==> config.mk <==
export PLATFORM = sky130hd
export DESIGN_NAME = cpu8_opcode_decoder
export DESIGN_NICKNAME = d
export VERILOG_FILES = /design/src/cpu8_decode_pkg.sv /design/src/cpu8_opcode_decoder.sv
export SDC_FILE = /design/constraint.sdc
export NUM_CORES = 1
export LEC_CHECK = 0
export BUFFER_PORTS_ARGS = -buffer_cell sky130_fd_sc_hd__buf_2
export CAP_MARGIN = 25
export CELL_PAD_IN_SITES_DETAIL_PLACEMENT = 1
export CELL_PAD_IN_SITES_GLOBAL_PLACEMENT = 1
export CORE_ASPECT_RATIO = 1.25
export CORE_MARGIN = 2
export CORE_UTILIZATION = 41
export CTS_BUF_LIST = sky130_fd_sc_hd__clkbuf_4
export DETAILED_ROUTE_END_ITERATION = 7
export GPL_TIMING_DRIVEN = 0
export PLACE_DENSITY_LB_ADDON = 0.1
export SETUP_SLACK_MARGIN = 0.4
export SLEW_MARGIN = 5
export SYNTH_ARGS = -nofsm -noshare
export SYNTH_HDL_FRONTEND = slang
export SYNTH_SLANG_ARGS = --single-unit
==> constraint.sdc <==
create_clock -name sys_clk -period 3.25 [get_ports sys_clk]
set_clock_uncertainty 0.05 [all_clocks]
set_input_delay 0.4875 -clock sys_clk [delete_from_list [all_inputs] [get_ports sys_clk]]
set_output_delay 0.4875 -clock sys_clk [all_outputs]
set_load 0.01 [all_outputs]
==> src/cpu8_decode_pkg.sv <==
// shared constants and types for the 8-bit core opcode decoder
// assumes one system clock and an asynchronous active-low reset
package cpu8_decode_pkg;

  // ==========================================================
  // status register placement and layout
  localparam logic [7:0] STATUS_ADDR = 8'hD5; // register-file address
  localparam logic [7:0] STATUS_RESET = 8'h00; // value after reset
  localparam int CARRY_BIT = 7; // carry position
  localparam int ZERO_BIT = 6; // zero position
  localparam int SIGN_BIT = 5; // sign position
  localparam int OVF_BIT = 4; // overflow position

  // ==========================================================
  // address range limits
  localparam logic [15:0] DIRECT_LIMIT = 16'h1FFF; // highest direct target
  localparam int LONG_OFS_W = 13; // long displacement width, 0..8191
  localparam logic [3:0] NIB_FIRST_INDEX = 4'h8; // first indexed-load row

  // ==========================================================
  // decoded operation classes
  typedef enum logic [5:0] {
    OP_NOP, OP_ENTER_IDLE, OP_ENTER_STOP, OP_INT_DISABLE, OP_INT_ENABLE,
    OP_RETURN, OP_INT_RETURN, OP_CARRY_CLEAR, OP_CARRY_SET, OP_CARRY_COMPL,
    OP_LOAD, OP_STORE_WREG, OP_REL_JUMP, OP_ABS_JUMP, OP_INCREMENT,
    OP_DECREMENT, OP_ROT_LEFT_CARRY, OP_POP, OP_COMPLEMENT, OP_PUSH,
    OP_ROT_LEFT, OP_CLEAR, OP_ROT_RIGHT_CARRY, OP_SHIFT_RIGHT_ARITH,
    OP_ROT_RIGHT, OP_ADD, OP_ADD_CARRY, OP_SUBTRACT, OP_SUB_CARRY, OP_OR,
    OP_AND, OP_TEST_COMPL_MASK, OP_TEST_MASK, OP_COMPARE, OP_XOR,
    OP_PGM_LOAD, OP_PGM_STORE, OP_PGM_LOAD_DEC, OP_PGM_LOAD_INC, OP_CALL
  } op_t;

  // ==========================================================
  // operand addressing forms
  typedef enum logic [3:0] {
    MD_NONE, MD_WREG, MD_REG, MD_IND_WREG, MD_IND_REG, MD_WPAIR_IND,
    MD_PAIR_IND, MD_INDEXED, MD_SHORT_OFS, MD_LONG_OFS, MD_DIRECT,
    MD_RELATIVE, MD_CONST
  } mode_t;

endpackage

==> src/cpu8_opcode_decoder.sv <==
// one-byte opcode decoder with operand address arithmetic and the
// status register that sits in the register file
// assumes opcode bytes arrive from program memory on sys_clk
`timescale 1ns/1ns
module cpu8_opcode_decoder
  import cpu8_decode_pkg::*;
(
  input wire logic sys_clk,
  input wire logic rst_n,
  input wire logic op_valid,
  input wire logic [7:0] op_byte,
  input wire logic [7:0] base_reg,
  input wire logic [7:0] wreg_data,
  input wire logic [3:0] pair_sel,
  input wire logic [7:0] pair_addr,
  input wire logic [15:0] pair_ptr,
  input wire logic [7:0] disp_short,
  input wire logic [LONG_OFS_W-1:0] disp_long,
  input wire logic [15:0] direct_addr,
  input wire logic [15:0] next_pc,
  input wire logic [7:0] reg_addr,
  input wire logic reg_wr,
  input wire logic reg_rd,
  input wire logic [7:0] reg_wdata,
  input wire logic alu_flag_wr,
  input wire logic [7:0] alu_flags,
  output logic dec_valid_q,
  output op_t op_q,
  output mode_t dst_mode_q,
  output mode_t src_mode_q,
  output logic [3:0] nib_q,
  output logic cond_true_q,
  output logic unimpl_q,
  output logic [7:0] index_addr_q,
  output logic [15:0] short_ea_q,
  output logic [15:0] long_ea_q,
  output logic [15:0] rel_target_q,
  output logic direct_ok_q,
  output logic wpair_ok_q,
  output logic rpair_ok_q,
  output logic status_hit_q,
  output logic [7:0] reg_rdata_q,
  output logic [7:0] cpu_status_flags_q
);

  // ==========================================================
  // helpers

  // pairs start on an even address, bit 0 must be clear
  function automatic logic even_ok(input logic [7:0] a);
    even_ok = ~a[0];
  endfunction

  // condition field against carry, zero, sign, overflow
  function automatic logic cond_eval(input logic [3:0] cf, input logic [7:0] st);
    logic c;
    logic z;
    logic s;
    logic v;
    logic t;
    c = st[CARRY_BIT];
    z = st[ZERO_BIT];
    s = st[SIGN_BIT];
    v = st[OVF_BIT];
    unique case (cf[2:0])
      3'h0: t = 1'b0; // never, inverted gives always
      3'h1: t = s ^ v; // less than
      3'h2: t = z | (s ^ v); // less or equal
      3'h3: t = c | z; // unsigned less or equal
      3'h4: t = v; // overflow
      3'h5: t = s; // minus
      3'h6: t = z; // zero
      3'h7: t = c; // carry
    endcase
    cond_eval = cf[3] ? ~t : t; // upper half is the negation
  endfunction

  // ==========================================================
  // opcode decode
  logic [3:0] hi; // row of the map
  logic [3:0] lo; // column of the map
  op_t op_d; // decoded class
  mode_t dst_d; // destination form
  mode_t src_d; // source form
  logic unimpl_d; // empty map slot

  assign hi = op_byte[7:4];
  assign lo = op_byte[3:0];

  // one flat case over the columns, rows inside
  always_comb begin
    op_d = OP_NOP;
    dst_d = MD_NONE;
    src_d = MD_NONE;
    unimpl_d = 1'b0;
    unique case (lo)
      4'hF: begin
        unique case (hi)
          4'h6: op_d = OP_ENTER_IDLE;
          4'h7: op_d = OP_ENTER_STOP;
          4'h8: op_d = OP_INT_DISABLE;
          4'h9: op_d = OP_INT_ENABLE;
          4'hA: op_d = OP_RETURN;
          4'hB: op_d = OP_INT_RETURN;
          4'hC: op_d = OP_CARRY_CLEAR;
          4'hD: op_d = OP_CARRY_SET;
          4'hE: op_d = OP_CARRY_COMPL;
          4'hF: op_d = OP_NOP;
          default: unimpl_d = 1'b1;
        endcase
      end
      // row nibble is the register or condition, no extra byte
      4'h8: begin
        op_d = OP_LOAD;
        dst_d = MD_WREG;
        src_d = MD_REG;
      end
      4'h9: begin
        op_d = OP_STORE_WREG;
        dst_d = MD_REG;
        src_d = MD_WREG;
      end
      4'hB: begin
        op_d = OP_REL_JUMP;
        src_d = MD_RELATIVE;
      end
      4'hC: begin
        op_d = OP_LOAD;
        dst_d = MD_WREG;
        src_d = MD_CONST;
      end
      4'hD: begin
        op_d = OP_ABS_JUMP;
        src_d = MD_DIRECT;
      end
      4'hE: begin
        op_d = OP_INCREMENT;
        dst_d = MD_WREG;
      end
      4'hA: unimpl_d = 1'b1;
      4'h0, 4'h1: begin
        dst_d = lo[0] ? MD_IND_REG : MD_REG;
        unique case (hi)
          4'h0: op_d = OP_DECREMENT;
          4'h1: op_d = OP_ROT_LEFT_CARRY;
          4'h2: op_d = OP_INCREMENT;
          4'h3: begin
            // only 30 is the indirect pair jump
            op_d = OP_ABS_JUMP;
            dst_d = MD_NONE;
            src_d = MD_PAIR_IND;
            unimpl_d = lo[0];
          end
          4'h5: op_d = OP_POP;
          4'h6: op_d = OP_COMPLEMENT;
          4'h7: op_d = OP_PUSH;
          4'h9: op_d = OP_ROT_LEFT;
          4'hB: op_d = OP_CLEAR;
          4'hC: op_d = OP_ROT_RIGHT_CARRY;
          4'hD: op_d = OP_SHIFT_RIGHT_ARITH;
          4'hE: op_d = OP_ROT_RIGHT;
          default: begin
            dst_d = MD_NONE;
            unimpl_d = 1'b1;
          end
        endcase
        if (unimpl_d) begin
          op_d = OP_NOP;
          src_d = MD_NONE;
        end
      end
      4'h2, 4'h3, 4'h4, 4'h5, 4'h6: begin
        if (hi <= 4'h7 || hi == 4'hA || hi == 4'hB) begin
          // operand forms by column
          unique case (lo)
            4'h2: begin dst_d = MD_WREG; src_d = MD_WREG; end
            4'h3: begin dst_d = MD_WREG; src_d = MD_IND_WREG; end
            4'h4: begin dst_d = MD_REG; src_d = MD_REG; end
            4'h5: begin dst_d = MD_REG; src_d = MD_IND_REG; end
            default: begin dst_d = MD_REG; src_d = MD_CONST; end
          endcase
          unique case (hi)
            4'h0: op_d = OP_ADD;
            4'h1: op_d = OP_ADD_CARRY;
            4'h2: op_d = OP_SUBTRACT;
            4'h3: op_d = OP_SUB_CARRY;
            4'h4: op_d = OP_OR;
            4'h5: op_d = OP_AND;
            4'h6: op_d = OP_TEST_COMPL_MASK;
            4'h7: op_d = OP_TEST_MASK;
            4'hA: op_d = OP_COMPARE;
            default: op_d = OP_XOR;
          endcase
        end else begin
          unique case (op_byte)
            8'hC3: begin op_d = OP_PGM_LOAD; dst_d = MD_WREG; src_d = MD_WPAIR_IND; end
            8'hD3: begin op_d = OP_PGM_STORE; dst_d = MD_WPAIR_IND; src_d = MD_WREG; end
            8'hD6: begin op_d = OP_LOAD; dst_d = MD_IND_REG; src_d = MD_CONST; end
            8'hE2: begin op_d = OP_PGM_LOAD_DEC; dst_d = MD_WREG; src_d = MD_WPAIR_IND; end
            8'hE3: begin op_d = OP_PGM_LOAD_INC; dst_d = MD_WREG; src_d = MD_WPAIR_IND; end
            8'hE4: begin op_d = OP_LOAD; dst_d = MD_REG; src_d = MD_REG; end
            8'hE5: begin op_d = OP_LOAD; dst_d = MD_REG; src_d = MD_IND_REG; end
            8'hE6: begin op_d = OP_LOAD; dst_d = MD_REG; src_d = MD_CONST; end
            8'hF4: begin op_d = OP_CALL; src_d = MD_PAIR_IND; end
            8'hF5: begin op_d = OP_LOAD; dst_d = MD_IND_REG; src_d = MD_REG; end
            8'hF6: begin op_d = OP_CALL; src_d = MD_DIRECT; end
            default: unimpl_d = 1'b1;
          endcase
        end
      end
      default: begin
        // column 7, rows 8..F only
        if (hi >= NIB_FIRST_INDEX) begin
          unique case (hi[2:0])
            3'h0: begin op_d = OP_LOAD; dst_d = MD_WREG; src_d = MD_INDEXED; end
            3'h1: begin op_d = OP_STORE_WREG; dst_d = MD_INDEXED; src_d = MD_WREG; end
            3'h2: begin op_d = OP_PGM_LOAD; dst_d = MD_WREG; src_d = MD_LONG_OFS; end
            3'h3: begin op_d = OP_PGM_STORE; dst_d = MD_LONG_OFS; src_d = MD_WREG; end
            3'h4: begin op_d = OP_LOAD; dst_d = MD_WREG; src_d = MD_IND_WREG; end
            3'h5: begin op_d = OP_LOAD; dst_d = MD_IND_WREG; src_d = MD_WREG; end
            3'h6: begin op_d = OP_PGM_LOAD; dst_d = MD_WREG; src_d = MD_SHORT_OFS; end
            3'h7: begin op_d = OP_PGM_STORE; dst_d = MD_SHORT_OFS; src_d = MD_WREG; end
          endcase
        end else begin
          unimpl_d = 1'b1;
        end
      end
    endcase
  end

  // ==========================================================
  // decode outputs and operand address arithmetic
  logic dec_valid_d;
  logic cond_true_d;
  logic [7:0] index_addr_d;
  logic [15:0] short_ea_d;
  logic [15:0] long_ea_d;
  logic [15:0] rel_target_d;

  // plain sums; the core only reads them for the matching form
  always_comb begin
    dec_valid_d = op_valid;
    cond_true_d = cond_eval(hi, cpu_status_flags_q);
    index_addr_d = base_reg + wreg_data;
    short_ea_d = pair_ptr + {{8{disp_short[7]}}, disp_short};
    long_ea_d = pair_ptr + {3'h0, disp_long};
    rel_target_d = next_pc + {{8{disp_short[7]}}, disp_short};
  end

  // decode fields hold until the next valid byte; valid, the address sums and the range checks update every cycle
  always_ff @(posedge sys_clk or negedge rst_n) begin
    if (!rst_n) begin
      dec_valid_q <= 1'b0;
      op_q <= OP_NOP;
      dst_mode_q <= MD_NONE;
      src_mode_q <= MD_NONE;
      nib_q <= 4'h0;
      cond_true_q <= 1'b0;
      unimpl_q <= 1'b0;
      index_addr_q <= 8'h00;
      short_ea_q <= 16'h0000;
      long_ea_q <= 16'h0000;
      rel_target_q <= 16'h0000;
      direct_ok_q <= 1'b0;
      wpair_ok_q <= 1'b0;
      rpair_ok_q <= 1'b0;
    end else begin
      dec_valid_q <= dec_valid_d;
      if (op_valid) begin
        op_q <= op_d;
        dst_mode_q <= dst_d;
        src_mode_q <= src_d;
        nib_q <= hi;
        cond_true_q <= cond_true_d;
        unimpl_q <= unimpl_d;
      end
      index_addr_q <= index_addr_d;
      short_ea_q <= short_ea_d;
      long_ea_q <= long_ea_d;
      rel_target_q <= rel_target_d;
      direct_ok_q <= (direct_addr <= DIRECT_LIMIT);
      wpair_ok_q <= even_ok({4'h0, pair_sel});
      rpair_ok_q <= even_ok(pair_addr);
    end
  end

  // ==========================================================
  // status register in the register file
  logic [7:0] status_d;
  logic status_hit_d;
  logic [7:0] reg_rdata_d;

  // software write wins over the carry ops and the alu update; a
  // clash has no useful outcome, so one fixed winner is enough
  always_comb begin
    status_d = cpu_status_flags_q;
    if (alu_flag_wr) begin
      status_d = alu_flags;
    end
    if (op_valid && op_d == OP_CARRY_CLEAR) begin
      status_d[CARRY_BIT] = 1'b0;
    end
    if (op_valid && op_d == OP_CARRY_SET) begin
      status_d[CARRY_BIT] = 1'b1;
    end
    if (op_valid && op_d == OP_CARRY_COMPL) begin
      status_d[CARRY_BIT] = ~cpu_status_flags_q[CARRY_BIT];
    end
    status_hit_d = (reg_addr == STATUS_ADDR);
    if (reg_wr && status_hit_d) begin
      status_d = reg_wdata;
    end
    reg_rdata_d = (reg_rd && status_hit_d) ? cpu_status_flags_q : 8'h00;
  end

  always_ff @(posedge sys_clk or negedge rst_n) begin
    if (!rst_n) begin
      cpu_status_flags_q <= STATUS_RESET;
      status_hit_q <= 1'b0;
      reg_rdata_q <= 8'h00;
    end else begin
      cpu_status_flags_q <= status_d;
      status_hit_q <= status_hit_d;
      reg_rdata_q <= reg_rdata_d;
    end
  end
endmodule

Yosys cells after proc, flatten, opt, wreduce, memory -nomap -nowiden. Memory sizes are Yosys's and may differ from the RTL's. Index checks and enable logic that the tools add are counted.

Flip-flop bits (word level): 97. Bits in latches: 0. Memory bits (writable): 0. ROM bits: 200. Output and inout bits: 97. Logic and storage cells: 150. Memories: 2.

Memories: (name not given) (depth 8, bits a word 13, rd ports 1, clocked after Yosys merged registers in 0, write ports 0, line cpu8_opcode_decoder.sv:214) `unique case (hi[2:0])`; (name not given) (depth 16, bits a word 6, rd ports 1, clocked after Yosys merged registers in 0, write ports 0, line cpu8_opcode_decoder.sv:182) `unique case (hi)`.

Add/sub/neg operators: 4. Multipliers: 0. Divide/modulo/power cells: 0. Order comparisons: 3. Eq/ne operators: 50. Shifts and indexed selects: 0. Multiplexer cells: 36. Bitwise logic cells: 7. Reduce and logical (&&, ||, !) cells: 30.

Operator list (number): $eq 8x8->1 const B (12); $eq 4x4->1 const B (16); $pmux 5 s12 (1); $pmux 6 s9 (1); $pmux 4 s9 (1); $pmux 6 s6 (1); $add 16x16->16 (2); $pmux 4 s8 (1); $pmux 4 s7 (1); $eq 4x3->1 const B (6); $mux 8 (3); $reduce_or 11->1 (2); $mux 4 (5); $pmux 4 s5 (1); $mux 6 (3); $add 16x13->16 (1); $eq 4x2->1 const B (4); $le 16x13->1 const B (1); $pmux 4 s4 (1); $reduce_or 2->1 (7); $eq 3x3->1 const B (4); $eq 6x4->1 const B (2); $pmux 3 s4 (1); $reduce_or 3->1 (4); other kinds (26) (49).

Depth between registers and ports, before layout. Gate-level depths: netlist of the first run.

Depth after elaboration: 12. Mapped depth: 11. Mapped depth without buffers: 11.

Worst setup path after synthesis of the first run. OpenSTA, ideal clock, no wires.

Path type: input port to flip-flop. From: input port disp_short[0]. To: register rel_target_q[14]. Setup time: 0.080 ns. Data arrival time: 2.346 ns. Required time: 3.120 ns. Path slack: 0.774 ns. Stages on the path: 11. Buffers on the path: 0. Path through: ha_1 > inv_1 > fa_1 > nor2b_1 > o21ai_1 > a21boi_1 > o41ai_1 > o2111ai_1 > a31o_2 > a21oi_1 > xnor2_1.

Cells in the longest elaborated chain, start to end: 1.

RTL lines: start, declared (line cpu8_opcode_decoder.sv:17) `input wire logic [7:0] disp_short,`; $add 16x16->16 (line cpu8_opcode_decoder.sv:247) `rel_target_d = next_pc + {{8{disp_short[7]}}, disp_short};`; named net rel_target_d[14] (line cpu8_opcode_decoder.sv:238) `logic [15:0] rel_target_d;`; end signal, assigned (line cpu8_opcode_decoder.sv:280) `rel_target_q <= rel_target_d;`; end, declared (line cpu8_opcode_decoder.sv:37) `output logic [15:0] rel_target_q,`.

The timed path passes the listed nets, and every way through them passes these cells. A chain may end at the register's enable or synchronous reset.

Final worst setup path of the first run.
From: input port op_byte[5]. To: register cpu_status_flags_q[7].

Cells in the longest elaborated chain, start to end: 12. Elaborated cells on any way between the ends: 54.

RTL lines: start, declared (line cpu8_opcode_decoder.sv:11) `input wire logic [7:0] op_byte,`; $eq 4x4->1, or another cell as far along (line cpu8_opcode_decoder.sv:98, cpu8_opcode_decoder.sv:143, cpu8_opcode_decoder.sv:173); $reduce_or 11->1 (no line); $pmux 1 s2 (line cpu8_opcode_decoder.sv:143) `unique case (hi)`; $mux 1 (line cpu8_opcode_decoder.sv:96) `unique case (lo)`; $mux 6 (line cpu8_opcode_decoder.sv:167) `if (unimpl_d) begin`; $pmux 6 s9 (*) (line cpu8_opcode_decoder.sv:96); $eq 6x3->1 (line cpu8_opcode_decoder.sv:300) `if (op_valid && op_d == OP_CARRY_CLEAR) begin`; $logic_and 1x1->1 (line cpu8_opcode_decoder.sv:300); $mux 1 (line cpu8_opcode_decoder.sv:300); $mux 1 (line cpu8_opcode_decoder.sv:303) `if (op_valid && op_d == OP_CARRY_SET) begin`; $mux 1 (line cpu8_opcode_decoder.sv:306) `if (op_valid && op_d == OP_CARRY_COMPL) begin`; $mux 8 (line cpu8_opcode_decoder.sv:310) `if (reg_wr && status_hit_d) begin`; end signal, assigned (line cpu8_opcode_decoder.sv:322) `cpu_status_flags_q <= status_d;`; end, declared (line cpu8_opcode_decoder.sv:43) `output logic [7:0] cpu_status_flags_q`.

Every way passes the cells marked *; elsewhere a longest branch is shown, timed or not. The select of a mux whose other input is x is not followed.

==> results.yml, run 1 <==
status:
  outcome: "complete, no violations"
yosys:
  synth_cells: 707
  netlist_area_mm2: 0.00653
  yosys_warnings: 0
  synth_top_cell_by_area: "dfrtp_1"
  yosysTopAreaCellShare_pct: 37.2
  syn_nets: 901
  synth_flop_cell: "dfrtp_1"
  ys_seq_area_share_pct: 37.2
  synth_cell_types: 73
  synth_edf_count: 0
  syn_avg_cell_area_um2: 9.24
  synth_seq_cells: 97
  synthTopCellsByArea: "dfrtp_1 37%, ha_1 11%, nor2_1 4.8%, xnor2_1 4.8%, a21oi_1 4.5%"
  synth-async-reset-ratio_pct: 100
sta:
  slew_headroom_pct: 50.7
  worstMarginPinSlew_ns: 0.733
  hold_viol: 0
  setup_viol: 0
  finalCritPeriodShare_pct: 84.2
  fmax_mhz: 366
  whs_ns: 0.0561
  rsz0062_at_grt: "false"
  fin_crit_ns: 2.74
  drv_slew: 0
  tns_ns: 0
worst_hold_path:
  hold_depth: 2
  hp-start: "pair_addr[0]"
  worstHoldPathType: "in -> reg"
  hold_end: "rpair_ok_q"
routing:
  drtIter0Drc: 215
  drtPass1Iterations: 4
  routed_wl_um: 23100
  drc_errors: 0
  ant_nets: 0
  post_drt_wl_per_cell_um: 20.2
  via_per_inst: 5.59
  vias: 6395
placed_design:
  io_buffers: 206
  place.gp.congestion: 0.937
  dp_cells: 1126
  dp_hpwl_um: 18500
final_layout:
  layout-drive-gt1-share_pct: 29.3
  fin_cells: 1145
  fin_nets: 1120
  area_delta_synth_final_pct: 23.4
  final_util_pct: 51.8
global_routing:
  grt-ovfl-total: 0
  grt.total_usage_pct: 27.9
  grt_pass1_vias: 7080
  grt_max_degree: 54
  antenna_found_initial: 2
  grt_pass1_wl_um: 36700
clock_tree:
  cts_tree: "built"
  clockRootBuffer: "clkbuf_4"
  cts_inserted_buffers: 9
  clock_sinks: 97
  htree_levels: 3
  post_cts_buffers: 0
  clk_transition_reported_paths_ns: 0.18
  clockBufferDepth: 2
  clock_latency_ns: 0.49
floorplan:
  initial_core_util_pct: 41.9
  io_pins: 232
  die_width_um: 117
  die_h_um: 145
  die_area_mm2: 0.0170
  core_area_mm2: 0.0156
  rows: 51
worst_setup_path:
  r2r-end: "cond_true_q"
  path_class: "in -> reg"
  r2r_cells: 4
  r2r_start: "cpu_status_flags_q[5]"
  cp_max_fo: 10
  required_ns: 3.57
  cp.arrival_ns: 3.06
  endpoint_kind: "flop"
  worst-r2r-setup-slack_ns: 1.72
  start_kind: "input pin"
pwr:
  peakVddDrop_mv: 0.230
  powerDensity_mw_per_mm2: 421
  p_leak_uw: 0.00394
job:
  maxCapViolCount: 0
## sequential cells by signal, indices dropped and copies added (netlist names), 6 cells and up
register            count
rel_target_q           16
short_ea_q             16
reg_rdata_q             8
cpu_status_flags_q      8
index_addr_q            8
op_q                    6
long_ea_q              16
## power by group
part           total (uW)  internal (uW)  switching (uW)
clock                 794            333             461
combinational        1160            486             675
sequential           1440           1380            63.7
total                3400           2200            1200
## kinds of logic (layout without fill, tap and decap cells)
logic type / count (synthesis) / in the layout / share of synthesized area, %
muxes: 18 / 18 / 2.91
DFF: 97 / 97 / 37.2
xor gates and xnor gates: 44 / 44 / 5.90
AOI/OAI and AO/OA: 208 / 208 / 21.4
other: 0 / 2 / 0
adders and majority gates: 59 / 59 / 11.8
and+or+nand+nor: 214 / 214 / 15.9
buffers and inverters: 67 / 291 / 4.96
## synthesized netlist by cell type, types with 5 or more instances
| library cell | instances |
|---|---|
| xnor2_1 | 36 |
| clkbuf_1 | 11 |
| a211oi_1 | 5 |
| and2_1 | 7 |
| a31oi_1 | 10 |
| ha_1 | 55 |
| nor2b_1 | 10 |
| nand2_1 | 34 |
| mux2_2 | 8 |
| a21oi_1 | 59 |
| or3_1 | 5 |
| xor2_1 | 8 |
| buf_4 | 7 |
| nand3_1 | 8 |
| mux2i_1 | 10 |
| nand2b_1 | 7 |
| o211ai_1 | 6 |
| buf_6 | 5 |
| dfrtp_1 | 97 |
| and3_1 | 16 |
| a221oi_1 | 6 |
| o22ai_1 | 8 |
| o21a_1 | 16 |
| o21ai_0 | 38 |
| nor3_1 | 22 |
| a21o_1 | 7 |
| inv_1 | 34 |
| buf_2 | 7 |
| nor2_1 | 84 |
## routing by layer
metal  vias up  GRT usage (%)  wire length (um)
met3        51           4.80              1030
li1       2990              -                 -
met1      3195           30.6              8480
met4         0           11.8               805
met2       159           51.4             12800
met5         -              0                 0
## cell type report
class | count | area (um^2)
tap | 212 | 265
antenna | 2 | 5.00
fill | 1936 | 7510
clock inverter | 6 | 97.6
multi-input combinational | 543 | 3790
sequential | 97 | 2430
clock buffer | 10 | 75.1
inverter | 36 | 135
buffer | 31 | 190
timing repair buffer | 208 | 1070
## worst max-delay path by stage
stage,endpoint,from
after floorplan,rel_target_q[14],disp_short[0]
after global placement,cpu_status_flags_q[7],op_byte[5]
after detailed placement,cpu_status_flags_q[7],op_byte[5]
after CTS,cpu_status_flags_q[7],op_byte[5]
after global routing,cpu_status_flags_q[7],op_byte[5]
final,cpu_status_flags_q[7],op_byte[5]
## worst max-delay path: stages
cell       delay [ns]
buf_2            0.15
inv_1            0.10
ha_1             0.17
clkbuf_1         0.44
nor2_1           0.17
a211oi_2         0.58
nand2_1          0.13
a2bb2oi_1        0.18
a31oi_1          0.35
o211a_1          0.22
o22ai_2          0.07
## metrics by stage
stage | setup slack [ns] | cell area (um^2) | total power, uW
after global placement | 0.0907 | 7830 | 2570
final | 0.514 | 8060 | 3400
after CTS | 0.537 | 8040 | 3440
after floorplan | 0.774 | 6530 | 2120
after global routing | 0.420 | 8060 | 3600
after detailed placement | 0.0315 | 7860 | 2630
## layout by cell type, fill, tap and decap left out, types with 6 or more instances in the layout
| master | n |
|---|---|
| nor2_1 | 84 |
| a221oi_1 | 6 |
| buf_4 | 8 |
| a21o_1 | 7 |
| and3_1 | 16 |
| clkbuf_4 | 10 |
| o21a_1 | 16 |
| nand2_1 | 34 |
| clkbuf_1 | 10 |
| xor2_1 | 8 |
| nand2b_1 | 7 |
| nand3_1 | 8 |
| ha_1 | 55 |
| dfrtp_1 | 97 |
| o22ai_1 | 8 |
| mux2_2 | 8 |
| inv_1 | 34 |
| buf_2 | 212 |
| xnor2_1 | 36 |
| a31oi_1 | 10 |
| nor2b_1 | 10 |
| nor3_1 | 22 |
| o21ai_0 | 38 |
| o211ai_1 | 6 |
| a21oi_1 | 59 |
| mux2i_1 | 10 |
| and2_1 | 7 |
## what timing repair did
item,in CTS,in global routing
hold endpoints to repair,52,0
endpoints found under the setup margin,0,2
hold buffers,1,0
resized for setup,0,4
(Power assumes the default switching activity.)
==> run 2: changes to the inputs <==
ABC_AREA = 1   (was unset)
CORE_UTILIZATION = 37   (was 41)
clock period = 2.8 ns   (was 3.25 ns; I/O delays follow)
==> run 2 against run 1 <==
  * Sequential power is 16% higher
  * Worst setup slack better by 0.051 ns
  * Die area up 8.4%
==> results.yml, run 2 <==
final_layout:
  layout-drive-gt1-share_pct: 27.8
  fin_area_mm2: 0.00801
  fin_cells: 1231
  largestRegisters: "long_ea_q x16, rel_target_q x16, short_ea_q x16"
  area_delta_synth_final_pct: 25.0
  fin_nets: 1198
  layout_commonest_cell: "buf_2"
  final_cell_mix: "208 x buf_2, 161 x nand2_1, 97 x dfrtp_1"
  final_util_pct: 47.3
sta:
  hold_viol: 0
  worstMarginPinSlew_ns: 0.619
  rsz0062_at_grt: "true"
  slew_headroom_pct: 58.6
  finalCritPeriodShare_pct: 79.8
  fmax_mhz: 448
  drv_slew: 0
  whs_ns: 0.0620
  setup_viol: 0
  fin_crit_ns: 2.23
status:
  outcome: "complete, no violations"
worst_setup_path:
  path_cells: "buf_2 -> inv_1 -> ha_1 -> buf_4 -> nand2_1 -> nand2_4 -> nor2_4 -> nand2_2 -> nor2_4 -> nand2_1 -> a21oi_1 -> nand4_1 -> nand2_1 -> nor2_1 -> nand2_1 -> nand3_2 -> nand2_2 -> inv_2 -> nand2_1 -> nand2_1"
  r2r-end: "cond_true_q"
  endpoint_kind: "flop"
  crit_top_cell: "nand2_1"
  r2r_cells: 7
  critical_path.startpoint: "op_byte[4]"
  r2r_start: "cpu_status_flags_q[4]"
  path_buf_inv: 4
  required_ns: 3.17
  cpPeakStageDelay_ns: 0.21
  start_kind: "input pin"
  path_class: "in -> reg"
  cp_max_fo: 10
  critPathTopFamily: "simple AND/OR/NAND/NOR gates"
  crit_path_top_delay_cell: "ha_1"
  cp.arrival_ns: 2.60
  worst-r2r-setup-slack_ns: 1.35
routing:
  ant_nets: 0
  drc_errors: 0
  post_drt_wl_per_cell_um: 16.5
  routed_wl_um: 20300
  vias: 6262
  drtPass1Iterations: 4
  drtIter0Drc: 223
  via_per_inst: 5.09
floorplan:
  die_area_mm2: 0.0184
  core_area_mm2: 0.0169
  die_h_um: 151
  rows: 53
  die_width_um: 122
  initial_core_util_pct: 37.9
  io_pins: 232
worst_hold_path:
  hold_depth: 2
  hold_end: "long_ea_q[15]"
  hp-start: "pair_ptr[15]"
  worstHoldPathType: "in -> reg"
placed_design:
  dp_cells: 1207
  place_area_mm2: 0.00774
  dp_hpwl_um: 16600
  place.gp.congestion: 0.887
  io_buffers: 206
clock_tree:
  clk_transition_reported_paths_ns: 0.16
  clockBufferDepth: 2
  clockRootBuffer: "clkbuf_4"
  htree_levels: 3
  cts_inserted_buffers: 9
  clock_sinks: 97
  cts_tree: "built"
  clock_latency_ns: 0.50
yosys:
  synth_top_cell_by_area: "dfrtp_1"
  synth_most_common_cell: "nand2_1"
  synthTopCellsByArea: "dfrtp_1 38%, ha_1 11%, nand2_1 9.4%, xor2_1 4.8%, inv_1 4.5%"
  syn_avg_cell_area_um2: 8.21
  synth-async-reset-ratio_pct: 100
  syn_nets: 974
  synth_common_cells: "161 x nand2_1, 97 x dfrtp_1, 77 x inv_1"
  synth_cells: 780
  synth_seq_cells: 97
  yosys_warnings: 0
  ys_seq_area_share_pct: 37.9
  yosysTopAreaCellShare_pct: 37.9
  netlist_area_mm2: 0.00640
  synth_flop_cell: "dfrtp_1"
  synth_cell_types: 48
  synth_edf_count: 0
global_routing:
  grt_pass1_vias: 6326
  grt-ovfl-total: 0
  grt.total_usage_pct: 22.7
  grt_max_degree: 62
  antenna_found_initial: 6
  grt_pass1_wl_um: 32400
pwr:
  peakVddDrop_mv: 0.236
  power_frac_comb_pct: 31.8
  switching_share_pct: 34.4
  pwr-share-clk_pct: 25.5
  powerDensity_mw_per_mm2: 488
  power_frac_seq_pct: 42.7
  power.internal_uw: 2560
  power_switching_uw: 1340
  finalPower_uw: 3900
  p_leak_uw: 0.00427
job:
  maxCapViolCount: 0
## run 2: changes by cell type after synthesis, sizes merged, moves of 10 or more
| cell | delta |
|---|---|
| o21a | -13 |
| nand3 | +46 |
| nand2 | +140 |
| inv | +51 |
| xor2 | +27 |
| nor3 | -15 |
| nand4 | +16 |
| nor2b | -10 |
| and3 | -16 |
| buf | -12 |
| xnor2 | -21 |
| nor2 | -13 |
| mux2i | -10 |
## run 2: worst max path at each step
stage,endpoint,slack [ns],cells after the start
6_report,cpu_status_flags_q[7],0.57,20
2_1_floorplan,short_ea_q[12],0.47,16
3_3_place_gp,cpu_status_flags_q[7],-0.06,19
4_1_cts,cpu_status_flags_q[7],0.48,19
3_5_place_dp,cpu_status_flags_q[7],-0.09,19
5_1_grt,cpu_status_flags_q[7],0.38,20
## run 2: stage by stage
step                setup slack (ns)  TNS (ns)
finish                         0.566         0
detailed placement           -0.0873    -0.143
global route                   0.385         0
floorplan                      0.470         0
global placement             -0.0621   -0.0988
CTS                            0.477         0
## run 2: logic make-up after synthesis
family / after synthesis / share of synthesized area (%)
XOR/XNOR: 50 / 6.84
buffers and inverters: 99 / 6.21
adder cells (fa/ha/maj): 59 / 12.0
AND/OR/NAND/NOR: 333 / 24.2
AO/OA/AOI/OAI: 142 / 12.8
flip-flops: 97 / 37.9
## run 2: routing by layer
layer	track usage, %	wire length, um
met5	0	41
met4	8.05	445
met1	26.4	8140
met2	39.6	10400
met3	6.51	1320
## run 2: what timing repair did
action                                 in CTS  in global routing
endpoints found under the hold margin      40                  0
gates resized for setup                     0                  4
setup endpoints to repair                   0                  5
buffers inserted                            0                  0
hold buffers                                6                  0
## run 2: worst register-to-register path, stage by stage, from the launching register on
cell and delay (ns):
dfrtp_1 0.42, inv_1 0.09, o21ai_0 0.14, o31ai_1 0.11, a221oi_1 0.27, nand2_1 0.11
nand3_1 0.08, o211ai_1 0.09
## run 2: cell type report
type,count,area (um^2)
antenna,2,5.00
timing repair buffer,213,1120
multi-input combinational,584,3590
clock inverter,6,113
clock buffer,10,75.1
buffer,13,75.1
tap,220,275
sequential,97,2430
fill,2192,8900
inverter,86,323
## run 2: power groups by stage
| stage | sequential [uW] | combinational [uW] | clock [uW] |
|---|---|---|---|
| 4_1_cts | 1670 | 1260 | 1040 |
| 6_report | 1670 | 1240 | 996 |
| 3_3_place_gp | 1690 | 1220 | 0 |
| 2_1_floorplan | 1810 | 592 | 0 |
| 3_5_place_dp | 1700 | 1240 | 0 |
| 5_1_grt | 1690 | 1390 | 1080 |
==> run 3: changes to the inputs <==
CORE_UTILIZATION = 33   (was 37)
clock period = 1.81 ns   (was 2.8 ns; I/O delays follow)
==> run 3 against run 2 <==
  * The flow now finishes with violations (setup timing)
  * Register-to-register slack worse by 1.1 ns
  * Sequential power up 56%
  * Final cell count up 9.6%
  * Clock power up 23%
  * Worst setup slack lost 0.60 ns
  * Final area is 25% higher
  * Global-route usage shrank 0.079 points
  * First-iteration DRC count fell by 17%
  * Highest routed layer is now met4
==> results.yml, run 3 (same netlist as run 2, synthesis figures left out) <==
job:
  maxCapViolCount: 0
worst_setup_path:
  r2r_cells: 7
  cp.arrival_ns: 2.16
  endpoint_kind: "flop"
  path_class: "in -> reg"
  start_kind: "input pin"
  required_ns: 2.13
  cp_max_fo: 5
floorplan:
  die_h_um: 160
  die_width_um: 129
  io_pins: 232
  rows: 56
  initial_core_util_pct: 33.8
  core_area_mm2: 0.0189
  die_area_mm2: 0.0205
global_routing:
  grtUsageMet3_pct: 4.69
  met1_usage_pct: 24.0
  grt-ovfl-total: 0
  antenna_found_initial: 3
  grt_util_met2_pct: 42.6
  grt_max_degree: 63
  grt_pass1_wl_um: 36200
  grt_pass1_vias: 7120
  gr-max-usage-layer: "met2"
  grt.total_usage_pct: 22.6
final_layout:
  area_delta_synth_final_pct: 56.0
  largestRegisters: "long_ea_q x16, rel_target_q x16, short_ea_q x16"
  final_cell_mix: "177 x buf_2, 133 x nand2_1, 97 x dfrtp_1"
  layout_commonest_cell: "buf_2"
  fillers: 2286
  layout-drive-gt1-share_pct: 44.3
  fin_nets: 1303
  final_util_pct: 52.8
clock_tree:
  clk_transition_reported_paths_ns: 0.15
  cts_inserted_buffers: 9
  clock_latency_ns: 0.47
  clockRootBuffer: "clkbuf_4"
  cts_tree: "built"
  htree_levels: 3
  clockBufferDepth: 2
  clock_sinks: 97
routing:
  drtIter0Drc: 184
  routed_wl_um: 23800
  vias: 6755
  via_per_inst: 5.01
  ant_nets: 0
  post_drt_wl_per_cell_um: 17.6
  drc_errors: 0
  drtPass1Iterations: 4
sta:
  slew_headroom_pct: 59.9
  fin_crit_ns: 1.84
  drv_slew: 0
  fmax_mhz: 543
  worstMarginPinSlew_ns: 0.601
  hold_viol: 0
  tns_ns: -0.0318
  setup_viol: 1
  rsz0062_at_grt: "true"
  finalCritPeriodShare_pct: 102
  layout_setup_ws_ns: -0.0318
pwr:
  powerDensity_mw_per_mm2: 654
  p_leak_uw: 0.00495
  finalPower_uw: 6530
  peakVddDrop_mv: 0.326
placed_design:
  dp_hpwl_um: 17700
  io_buffers: 206
  dp_worst_setup_slack_ns: -0.873
  place.gp.congestion: 0.880
worst_hold_path:
  worstHoldPathType: "in -> reg"
  hold_depth: 3
status:
  outcome: "finished with violations"
  violations: "setup timing"
## run 3: cell count changes in the layout (fill, tap and decap cells not counted), sizes merged
cell	delta
clkinvlp	+2
diode	+1
bufbuf	+1
clkinv	+3
bufinv	-2
inv	-2
clkbuf	+2
dlygate4sd3	+21
buf	+80
## run 3: what timing repair did
action / in CTS / in global routing
setup endpoints to repair: 38 / 61
hold buffers: 26 / 1
pin swaps: 62 / 59
hold endpoints to repair: 54 / 1
setup buffers: 41 / 41
cloned: 1 / 1
gates resized for setup: 67 / 97
## run 3: worst max-delay path, cell delays in order
cell and delay [ns]:
buf_12 0.11, inv_12 0.03, ha_4 0.15, buf_8 0.14, nand2_8 0.07, nand2_4 0.05, nor2_4 0.13, buf_4 0.14
nand4_1 0.15, o21ai_1 0.22, nand3_1 0.11, nor2_1 0.14, nor2_1 0.07, nand2_2 0.11, nand3_2 0.07, nand2_2 0.06
inv_2 0.03, nand2_1 0.05, nand2_1 0.05
## run 3: layer usage
metal	vias up	routed length, um
li1	3273	-
met1	3292	8810
met2	149	13300
met3	41	961
met4	0	698
met5	-	0
## run 3: final cells by class
class / instances / area (um^2) / share of cell area [%]
Sequential cell: 97 / 2430 / 24.3
Clock inverter: 7 / 71.3 / 0.714
Tap cell: 232 / 290 / 2.91
Buffer: 13 / 98.8 / 0.989
Timing Repair Buffer: 318 / 2280 / 22.9
Antenna cell: 3 / 7.51 / 0.0751
Clock buffer: 9 / 67.6 / 0.676
Inverter: 86 / 353 / 3.53
Multi-Input combinational cell: 584 / 4390 / 44.0
## run 3: where the power goes
part           internal [uW]  switching, uW  total (uW)  leakage, uW
logic                   1270           1440        2700      0.00371
clock network            419            813        1230    0.0000696
registers               2480            117        2600      0.00117
## run 3: final timing paths
check / start / slack (ns) / end
worst max-delay path: op_byte[4] / -0.03 / cpu_status_flags_q[7]
worst min-delay path: alu_flags[3] / 0.04 / cpu_status_flags_q[3]
worst max register to register: cpu_status_flags_q[4] / 0.27 / cond_true_q
worst min register to register: src_mode_q[2] / 0.44 / src_mode_q[2]
max in group asynchronous: rst_n / 0.75 / reg_rdata_q[3]
min in group asynchronous: rst_n / 0.26 / long_ea_q[14]
## run 3: metrics by stage
stage	cells	area [um^2]	hold WS [ns]
after detailed placement	1219	8220	0.239
after floorplan	780	6860	-0.0741
after global placement	1218	8190	0.364
after global routing	1349	9990	0.0137
after CTS	1303	9220	0.00104
final	1349	9990	0.0412
